--- config.mk ---
export PLATFORM = sky130hd
export DESIGN_NAME = tws_status_rate
export DESIGN_NICKNAME = d
export VERILOG_FILES = /design/src/logic/tws_status_rate.v
export VERILOG_INCLUDE_DIRS = /design/src /design/src/pkg
export SDC_FILE = /design/constraint.sdc
export NUM_CORES = 1
export LEC_CHECK = 0
export ABC_AREA = 1
export BUFFER_PORTS_ARGS = -buffer_cell sky130_fd_sc_hd__buf_4
export CORE_AREA = 2 2 86 88
export CTS_CLUSTER_DIAMETER = 200
export DETAILED_ROUTE_END_ITERATION = 16
export DIE_AREA = 0 0 88 90
export GPL_TIMING_DRIVEN = 0
export PLACE_DENSITY = 0.8
export SYNTH_ARGS = -nofsm -noshare
export SYNTH_HDL_FRONTEND = slang
export SYNTH_SLANG_ARGS = --single-unit
--- constraint.sdc ---
create_clock -name ref_clk_i -period 4.45 [get_ports ref_clk_i]
set_clock_uncertainty 0.05 [all_clocks]
set_input_delay 0 -clock ref_clk_i [delete_from_list [all_inputs] [get_ports ref_clk_i]]
set_output_delay 0 -clock ref_clk_i [all_outputs]
set_load 0.01 [all_outputs]
--- src/pkg/tws_consts.vh ---
// Constants for the two-wire unit status and bit-rate block
`ifndef TWS_CONSTS_VH
`define TWS_CONSTS_VH
`define TWS_IDLE_CODE 5'h1F
`define TWS_STATE_LSB 3
`define TWS_STATE_W 5
`define TWS_FLAG_SET_POS 3
`define TWS_RATE_DIV0 16'h0080
`define TWS_RATE_DIV1 16'h0070
`define TWS_RATE_DIV2 16'h0060
`define TWS_RATE_DIV3 16'h0050
`define TWS_RATE_DIV4 16'h01E0
`define TWS_RATE_DIV5 16'h003C
`define TWS_RATE_DIV6 16'h001E
`define TWS_T1_MULT 16'h0030
`define TWS_T1_BASE 16'h0100
`define TWS_MC_CLKS_6 4'h6
`define TWS_MC_CLKS_12 4'hC
`endif

--- src/logic/tws_status_rate.v ---
// Status-code register, serial flag control and master bit-rate divider
`timescale 1ns/10ps
// Contract
// - 8-bit status register is read only; writes do not change it.
// - Low three bits read zero; upper five hold the state code.
// - Twenty-six codes exist: one idle code, the rest defined states.
// - Code F8 means no information and requests no interrupt.
// - Entering any defined non-idle state sets the serial flag.
// - Valid code readable within one machine cycle of flag set.
// - Code held at least one machine cycle after flag clear.
// - 6-clock rates: 128,112,96,80,480,60,30 by rate select.
// - 12-clock rates double: 256,224,192,160,960,120,60.
// - 6-clock select 111 divides by 48 times (256 minus reload).
// - 12-clock select 111 divides by 96 times (256 minus reload).
// - Four modes: master transmit/receive, slave receive/transmit.
// - Frame: 7-bit address, direction bit, data bytes, each acked.
// - Transfer suspended while serial flag set until software clears.
// - Flag set holds clock line low; a high level is not affected.
// - Rate select affects master only; slaves follow external clock.
`include "tws_consts.vh"

module tws_status_rate #(
    parameter TWS_STATE_W = 5
) (
    input wire ref_clk_i, // Core clock, 200 MHz
    input wire rstn_i, // Asynchronous reset, active low
    input wire [4:0] state_code_i, // State code from the bus engine
    input wire state_enter_i, // Pulse: engine enters state_code_i
    input wire flag_clear_i, // Pulse: software clears the serial flag
    input wire flag_write_i, // Pulse: software writes the flag bit
    input wire flag_wdata_i, // Flag value written by software
    input wire status_wr_i, // Pulse: software writes status (ignored)
    input wire [7:0] status_wdata_i, // Ignored write data
    input wire twelve_clk_i, // High selects 12-clock core timing
    input wire rate_select_bit0_i, // Rate select bit 0
    input wire rate_select_bit1_i, // Rate select bit 1
    input wire rate_select_bit2_i, // Rate select bit 2
    input wire [7:0] t1_reload_i, // Timer 1 mode 2 reload value
    input wire master_i, // High while in a master mode
    input wire [1:0] mode_i, // 0 mtx,1 mrx,2 srx,3 stx
    input wire scl_line_i, // Clock line level from pin
    output reg [7:0] bus_state_code_o, // Status register read value
    output reg serial_flag_o, // Serial interrupt flag
    output wire transfer_hold_o, // High suspends the serial transfer
    output wire scl_o, // Clock line drive value (always low)
    output wire scl_oe_o, // High while pulling the clock line low
    output reg master_tick_o, // Pulse at each master half-bit point
    output reg [1:0] mode_o, // Current operating mode
    output reg scl_sync_o // Synchronised clock line for slaves
);

localparam [15:0] MAXDIV = 16'hFFFF;

reg rst_m_reg;
reg rst_s_reg;
wire rst_n;
reg [TWS_STATE_W-1:0] code_reg;
reg [TWS_STATE_W-1:0] code_next;
reg flag_reg;
reg flag_next;
reg [3:0] hold_cnt_reg;
reg [3:0] hold_cnt_next;
reg [TWS_STATE_W-1:0] pend_code_reg;
reg pend_reg;
reg [15:0] div_cnt_reg;
reg [15:0] divisor;
reg [15:0] base_div;
reg [15:0] t1_span;
reg [2:0] scl_sh_reg;
reg [31:0] t1_prod;
reg [15:0] div_half_reg;
reg stretch_reg;
wire [7:0] status_next;
wire [2:0] rate_sel;
reg [3:0] mc_clks;
genvar gi;

// Reset asserts at once but leaves on the clock, two stages deep, so no
// register sees the release close to an edge.
always @(posedge ref_clk_i or negedge rstn_i) begin
    if (!rstn_i) begin
        rst_m_reg <= 1'b0;
        rst_s_reg <= 1'b0;
    end else begin
        rst_m_reg <= 1'b1;
        rst_s_reg <= rst_m_reg;
    end
end
assign rst_n = rst_s_reg;

// Rate select matters only while master_i is high.
assign rate_sel = {rate_select_bit2_i, rate_select_bit1_i,
    rate_select_bit0_i};

// Machine-cycle length in core clocks; it sizes the post-clear window.
always @* begin
    case (twelve_clk_i)
        1'b1: mc_clks = `TWS_MC_CLKS_12;
        default: mc_clks = `TWS_MC_CLKS_6;
    endcase
end

// Code update and flag set/clear. A code arriving while the previous one
// is still within its post-clear hold window is parked and applied when
// the window closes, so the old code stays readable a full machine cycle.
always @* begin
    code_next = code_reg;
    flag_next = flag_reg;
    hold_cnt_next = (hold_cnt_reg != 4'h0) ? hold_cnt_reg - 4'h1 : 4'h0;
    if (flag_clear_i || (flag_write_i && !flag_wdata_i)) begin
        flag_next = 1'b0;
        hold_cnt_next = mc_clks;
    end
    if (state_enter_i && hold_cnt_reg == 4'h0 && !pend_reg) begin
        code_next = state_code_i;
        if (state_code_i != `TWS_IDLE_CODE) begin
            flag_next = 1'b1;
        end
    end else if (pend_reg && hold_cnt_reg == 4'h0) begin
        // Parked code lands as the window closes; a same-cycle clear
        // loses to this set so the event is never dropped.
        code_next = pend_code_reg;
        if (pend_code_reg != `TWS_IDLE_CODE) begin
            flag_next = 1'b1;
        end
    end
end

always @(posedge ref_clk_i or negedge rst_n) begin
    if (!rst_n) begin
        code_reg <= `TWS_IDLE_CODE;
        flag_reg <= 1'b0;
        hold_cnt_reg <= 4'h0;
    end else begin
        code_reg <= code_next;
        flag_reg <= flag_next;
        hold_cnt_reg <= hold_cnt_next;
    end
end

// park during window
// A code arriving inside the hold window is parked here; a later one
// overwrites it, so software sees only the newest state after the window.
always @(posedge ref_clk_i or negedge rst_n) begin
    if (!rst_n) begin
        pend_reg <= 1'b0;
        pend_code_reg <= `TWS_IDLE_CODE;
    end else begin
        if (state_enter_i && (hold_cnt_reg != 4'h0 || pend_reg)) begin
            pend_reg <= 1'b1;
            pend_code_reg <= state_code_i;
        end else if (hold_cnt_reg == 4'h0) begin
            pend_reg <= 1'b0;
        end
    end
end

// five-bit code space
// Low bits are tied off per bit; the code fills the rest.
generate
    for (gi = 0; gi < 8; gi = gi + 1) begin : g_stat_bit
        if (gi < `TWS_STATE_LSB) begin : g_low
            assign status_next[gi] = 1'b0;
        end else begin : g_code
            assign status_next[gi] = code_next[gi - `TWS_STATE_LSB];
        end
    end
endgenerate

// writes ignored
// Only the engine's code reaches the register; the write strobe and
// its data go nowhere, so a write can never disturb a held code.
always @(posedge ref_clk_i or negedge rst_n) begin
    if (!rst_n) begin
        bus_state_code_o <= {`TWS_IDLE_CODE, 3'h0};
    end else begin
        bus_state_code_o <= status_next;
    end
end

// flag output
// Registered from the same next value as the internal flag so the two
// never disagree by a cycle.
always @(posedge ref_clk_i or negedge rst_n) begin
    if (!rst_n) begin
        serial_flag_o <= 1'b0;
    end else begin
        serial_flag_o <= flag_next;
    end
end

// suspend while flagged
// The engine freezes its shift and bit timing while this is high.
assign transfer_hold_o = flag_reg;

// stretch low only
// The pull starts only once the synchronised line reads low, so a high
// level is never forced down and no loop forms through the pin.
always @(posedge ref_clk_i or negedge rst_n) begin
    if (!rst_n) begin
        stretch_reg <= 1'b0;
    end else begin
        stretch_reg <= flag_next & (stretch_reg | ~scl_sync_o);
    end
end
// Drive value is fixed low; only the enable moves, as on an open drain.
assign scl_o = 1'b0;
assign scl_oe_o = stretch_reg;

always @* begin
    case (rate_sel)
        3'h0: base_div = `TWS_RATE_DIV0;
        3'h1: base_div = `TWS_RATE_DIV1;
        3'h2: base_div = `TWS_RATE_DIV2;
        3'h3: base_div = `TWS_RATE_DIV3;
        3'h4: base_div = `TWS_RATE_DIV4;
        3'h5: base_div = `TWS_RATE_DIV5;
        3'h6: base_div = `TWS_RATE_DIV6;
        default: base_div = `TWS_RATE_DIV0;
    endcase
    // timer 1 span
    // The span is one to 256 counts, so the product fits in 16 bits.
    t1_span = `TWS_T1_BASE - {8'h00, t1_reload_i};
    t1_prod = `TWS_T1_MULT * t1_span;
    if (rate_sel == 3'h7) begin
        divisor = t1_prod[15:0];
    end else begin
        divisor = base_div;
    end
    if (twelve_clk_i) begin
        divisor = {divisor[14:0], 1'b0};
    end
    // A zero divisor cannot occur with an 8-bit reload; the guard keeps
    // the half-period bound from wrapping if the constants ever change.
    if (divisor == 16'h0000) begin
        divisor = MAXDIV;
    end
end

// Divisor pipeline: the product and the halving settle in one stage so
// the compare below sees a registered bound. A rate change takes effect
// one clock later.
always @(posedge ref_clk_i or negedge rst_n) begin
    if (!rst_n) begin
        div_half_reg <= 16'h0000;
    end else begin
        div_half_reg <= {1'b0, divisor[15:1]} - 16'h0001;
    end
end

// Tick splits the bit period in halves so the engine can time high and
// low phases; odd divisors lose one clock in rounding.
// master only divider
always @(posedge ref_clk_i or negedge rst_n) begin
    if (!rst_n) begin
        div_cnt_reg <= 16'h0000;
        master_tick_o <= 1'b0;
    end else if (!master_i || flag_reg) begin
        div_cnt_reg <= 16'h0000;
        master_tick_o <= 1'b0;
    end else if (div_cnt_reg >= div_half_reg) begin
        div_cnt_reg <= 16'h0000;
        master_tick_o <= 1'b1;
    end else begin
        div_cnt_reg <= div_cnt_reg + 16'h0001;
        master_tick_o <= 1'b0;
    end
end

// slave clock sync
// Three stages on the pin; a level counts once the last two agree, so a
// single-clock glitch never reaches the engine.
always @(posedge ref_clk_i or negedge rst_n) begin
    if (!rst_n) begin
        scl_sh_reg <= 3'h7;
        scl_sync_o <= 1'b1;
    end else begin
        scl_sh_reg <= {scl_sh_reg[1:0], scl_line_i};
        if (scl_sh_reg[1] == scl_sh_reg[2]) begin
            scl_sync_o <= scl_sh_reg[2];
        end
    end
end

// four modes
// Registered so the mode code moves on the same edge as the status.
always @(posedge ref_clk_i or negedge rst_n) begin
    if (!rst_n) begin
        mode_o <= 2'h0;
    end else begin
        mode_o <= mode_i;
    end
end

// framing in engine
// status_wr_i and status_wdata_i are accepted and dropped on purpose.
endmodule // tws_status_rate

### Yosys cells after proc, flatten, opt, wreduce, memory -nomap -nowiden

Cells that the tools add are included.

| cells by class | value |
|---|---|
| $add $sub $neg | 4 |
| $mul | 1 |
| $lt $le $gt $ge | 1 |
| eq/ne operators | 10 |
| multiplexer cells | 20 |
| bitwise logic cells | 3 |
| reductions and logical operators | 16 |

Operators with widths:

| operator | count |
|---|---|
| 2-to-1 mux 16 bit | 5 |
| case mux 9 bit (6 select lines) | 1 |
| adder 16 x 1 -> 16 bit (second input constant) | 1 |
| greater-or-equal comparator 16 bit | 1 |
| zero test 16 bit | 1 |
| multiplier 2 x 16 -> 12 bit (first input constant) | 1 |
| subtractor 15 x 1 -> 16 bit (second input constant) | 1 |
| equality test 3 bit (second input constant) | 4 |
| 2-to-1 mux 4 bit | 3 |
| 2-to-1 mux 5 bit | 2 |
| != test 5 bit (second input constant) | 2 |
| subtractor 9 x 8 -> 10 bit (first input constant) | 1 |
| 2-to-1 mux 1 bit | 9 |
| equality test 3 x 2 -> 1 bit (second input constant) | 2 |
| logical AND 1 bit | 5 |
| zero test 4 bit | 1 |
| nonzero test 2 bit | 2 |
| nonzero test 4 bit | 1 |
| subtractor 4 x 1 -> 4 bit (second input constant) | 1 |
| equality test 3 x 1 -> 1 bit (second input constant) | 1 |
| zero test 1 bit | 3 |
| logical OR 1 bit | 3 |
| bitwise AND 1 bit | 1 |
| equality test 1 bit | 1 |
| 2 further kinds | 2 |

| storage, ports and cells | value |
|---|---|
| bits in registers | 58 |
| bits of input ports | 36 |
| output and inout bits | 16 |
| word-level logic and storage cells | 69 |

### Longest topological paths before layout

| depth | value |
|---|---|
| depth in word-level cells | 8 |
| gate-level depth with buffers | 27 |
| gate-level depth less buffers | 26 |

### Worst setup path after synthesis

OpenSTA, ideal clock, no wires.

| timing path | value |
|---|---|
| kind | input-to-reg |
| start | input port t1_reload_i[1] |
| end | register div_half_reg[4] |
| library setup time | 0.126 ns |
| data arrival time | 3.127 ns |
| required time | 4.274 ns |
| setup slack | 1.147 ns |
| cell stages on the path | 23 |
| buffers on the path | 1 |
| cells stage by stage | nor3_1 nor3b_1 nand2_1 nor2_1 xor2_1 ha_1 nand2_1 inv_1 a21oi_1 nand3_1 nand3_1 nand2_1 nand2_2 nand2_1 nor2_4 nand2_8 buf_6 nand2_2 o21ai_0 ha_1 inv_1 nor2_4 xor2_1 |

| between the ends | value |
|---|---|
| word-level cells in the longest chain between the ends | 7 |

RTL lines:

| what | RTL line | source |
|---|---|---|
| from (decl) | tws_status_rate.v:38 | `input wire [7:0] t1_reload_i,` |
| subtractor 9 x 8 -> 10 bit (no line) * | - |  |
| multiplier 2 x 16 -> 12 bit (no line) * | - |  |
| 2-to-1 mux 16 bit * | tws_status_rate.v:225 | `if (rate_sel == 3'h7) begin` |
| 2-to-1 mux 16 bit * | tws_status_rate.v:230 | `if (twelve_clk_i) begin` |
| zero test 16 bit | tws_status_rate.v:235 | `if (divisor == 16'h0000) begin` |
| 2-to-1 mux 16 bit * | tws_status_rate.v:235 |  |
| subtractor 15 x 1 -> 16 bit * | tws_status_rate.v:247 | `div_half_reg <= {1'b0, divisor[15:1]} - 16'h0001;` |
| to (signal assigned) | tws_status_rate.v:247 |  |
| to (decl) | tws_status_rate.v:71 | `reg [15:0] div_half_reg;` |

Every way passes the cells marked *; elsewhere a longest branch is shown, timed or not.
A chain may end at the register's enable or synchronous reset.

### Worst setup path after layout

| timing path | value |
|---|---|
| start | input port t1_reload_i[1] |
| end | register div_half_reg[12] |

Same word-level chain as after synthesis.

==> reports/metrics.cfg <==
[outcome]
status=finished, final reports clean

[grt]
grt_pass1_wl_um=15130
grt_overflow=0
grtUsageTotal_pct=23.61
antenna_found_initial=0
grt_max_degree=30
grt_pass1_vias=3667

[setup_path]
critical_path.slowest_cell=nor3b_1
worst-path-buf-inv=4
path_max_fanout=10
path_delay_family=simple AND/OR/NAND/NOR gates
cp-start-kind=input pin
crit_type=input pin to flip-flop
crit_path_frequent_cell=nand2_1
end_kind=flip-flop
max_stage_delay_ns=0.34
cp.arrival_ns=3.75
cp.required_ns=4.62

[detailed_routing]
avgViaCountPerCell=5.114
drc_errors=0
wire_per_inst_um=11.69
top_layer=met4
dr_wl_met3_um=274
wl_met1_um=3470
num_vias=3718
routed_wl_um=8495
drt_iter0_drc=137
drtPass1Iterations=5
dr_wl_met2_um=4480
ant_nets=0

[sta]
fmax_mhz=279.9
hold_violations=0
relSlewSlack_pct=50.26
grt_setup_unrepaired=no
worst_pin_slew_ns=0.7382
drv_slew=0
totalNegativeSetupSlack_ns=0
fin_crit_sh_pct=80.29
setup_viol=0
fin_crit_ns=3.573

[layout]
final_cell_count_no_fill=727
nets=689
synthToLayoutAreaGrowth_pct=19.46
final_layout_size_suffix_gt1_share_pct=19.27
n_antenna_cell=0

[floorplanning]
io_pins=52
die_h_um=90
core-area_um2=7020
core.rowCount=31
initial_utilization_pct=58.71
die_x_um=88
fp.dieArea_um2=7920

[cts]
root_buffer=clkbuf_8
htree_levels=3
cts_sinks=58
cts_setup_buffers=0
hold_buffers=13
clock_latency_ns=0.34
cts_resized=0
cts.reportedPaths.clkPinSlew_ns=0.07
cts_tree=built
numCtsBuffers=9
cts_max_path_buffers=2

[min_path]
worst_hold_path_type=input pin to flip-flop

[pwr]
powerDensity_nw_per_um2=313.9
peakVddDrop_mv=0.1515
seqPwrFrac_pct=41.1
clockPowerShare_pct=35.6
comb_power_share_pct=23.3
swShare_pct=29.52
power.leakage_nw=2.675
p_sw_uw=456.3
p_int_mw=1.089

[place]
dp_hpwl_um=6364
placed_cells=698
gp_congestion=0.8761
portBuffers=38

[yosys]
seq_area_frac_synth_pct=35.64
synth_edf_count=0
synth_largest_area_cell=dfrtp_1
synth_top_area_share_pct=26.72
synth_cell_type_count=44
ys.flop_type=dfrtp_1
synth-async-reset-ratio_pct=100.0
synthCells=556
synth.area.top_cells=dfrtp_1 (27%), nand2_1 (13%), dfstp_2 (8.9%)
synth.cell_area_um2=4121
syn_avg_cell_area_um2=7.413
yosys_warnings=0
ys_ff_latch=58

[flow_run]
maxCapViolations=0

worst register-to-register path: stages, from the launching register on:
cell	delay, ns
dfrtp_1	0.39
inv_1	0.08
ha_1	0.27
o21ai_0	0.08
a21boi_0	0.16
o21ai_0	0.10
nand2_1	0.06
nand2_1	0.05
nand2_1	0.05
nand2_1	0.04
nand2_1	0.05
nand2_1	0.05
nand2_1	0.05
nand2_1	0.04
nand2_1	0.06
nand2_1	0.05
nand2_1	0.23
clkbuf_1	0.40
nor2_1	0.09
placed cells by master, fill, tap and decap left out, drive strengths merged, types with 5 or more instances in the layout:
| cell | n |
|---|---|
| nand2 | 150 |
| inv | 96 |
| nor2 | 63 |
| nand3 | 56 |
| buf | 47 |
| dfrtp | 44 |
| ha | 29 |
| o21ai | 18 |
| dfstp | 14 |
| a21oi | 14 |
| nand4 | 13 |
| dlygate4sd3 | 13 |
| clkbuf | 13 |
| xor2 | 8 |
| nor3 | 7 |
| conb | 6 |
| mux2 | 5 |
| nand3b | 5 |
per-stage QoR:
| stage | worst slack (ns) | hold WS, ns | power, mW | utilization (%) | instance area [um2] |
|---|---|---|---|---|---|
| finish | 0.8770 | 0.03888 | 1.546 | 70.13 | 4923 |
| global route | 0.4595 | 0.05106 | 1.639 | 70.13 | 4923 |
| CTS | 0.8494 | 0.01198 | 1.555 | 70.13 | 4923 |
| floorplan | 1.147 | -0.3456 | 0.8767 | - | 4136 |
| global placement | 0.6404 | -0.2681 | 0.9748 | 64.75 | 4546 |
| detailed placement | 0.5243 | -0.2666 | 0.9937 | 65.05 | 4567 |
cells by family (layout without fill, tap and decap cells):
group,count (synthesis),after routing,share of synthesized area (%)
simple gates,298,298,33.67
mux,5,5,1.366
other cells,2,6,0.1822
xor+xnor,11,11,2.520
flops,58,58,35.64
fa+ha+maj,31,31,9.533
compound gates,45,45,6.588
buf+inv,106,174,10.50
layer usage:
metal	up-vias	global-route usage [%]
li1	1892	-
met1	1705	26.67
met2	91	40.85
met3	30	5.234
met4	0	11.92
met5	-	0
cells in the mapped netlist, types with 3 or more instances:
cell type,number
nand2_1,139
inv_1,92
nand3_1,52
nor2_1,50
dfrtp_1,44
ha_1,29
o21ai_0,17
dfstp_2,14
a21oi_1,13
nand4_1,13
nand2_2,10
nor2_2,7
nor3_1,7
xor2_1,7
nor2_4,6
buf_4,5
mux2_2,5
nand3_2,4
nand3b_1,4
clkbuf_1,3
inv_2,3
xnor2_1,3
final cells by class:
type                       count  area, um2
inverter                      95      356.6
multi-input combinational    396       2235
clock inverter                 6      88.84
timing repair buffer          52      435.4
sequential                    58       1470
fill                         545       2097
clock buffer                  10      137.6
tap                           99      123.9
buffer                        11      76.32
power groups by stage:
stage	clock (mW)	sequential (mW)	combinational (mW)
floorplan	0	0.653	0.224
CTS	0.559	0.634	0.362
detailed placement	0	0.643	0.350
finish	0.551	0.635	0.360
global placement	0	0.645	0.330
global route	0.587	0.642	0.410
final timing paths:
path                                          start                         endpoint  slack [ns]  cells past startpoint
max                                  t1_reload_i[1]       div_half_reg[12]$_DFF_PN0_        0.88                     27
min                                   state_enter_i  bus_state_code_o[7]$_DFFE_PN1P_        0.04                      4
max reg2reg                div_cnt_reg[0]$_DFF_PN0_        div_cnt_reg[11]$_DFF_PN0_        1.97                     18
min reg2reg                         rst_n$_DFF_PN0_              mode_o[0]$_DFF_PN0_        0.24                      0
max in group asynchronous           rst_n$_DFF_PN0_        div_half_reg[6]$_DFF_PN0_        3.54                      1
min in group asynchronous           rst_n$_DFF_PN0_              mode_o[0]$_DFF_PN0_        0.24                      0
Power figures use the tool's default switching activity.
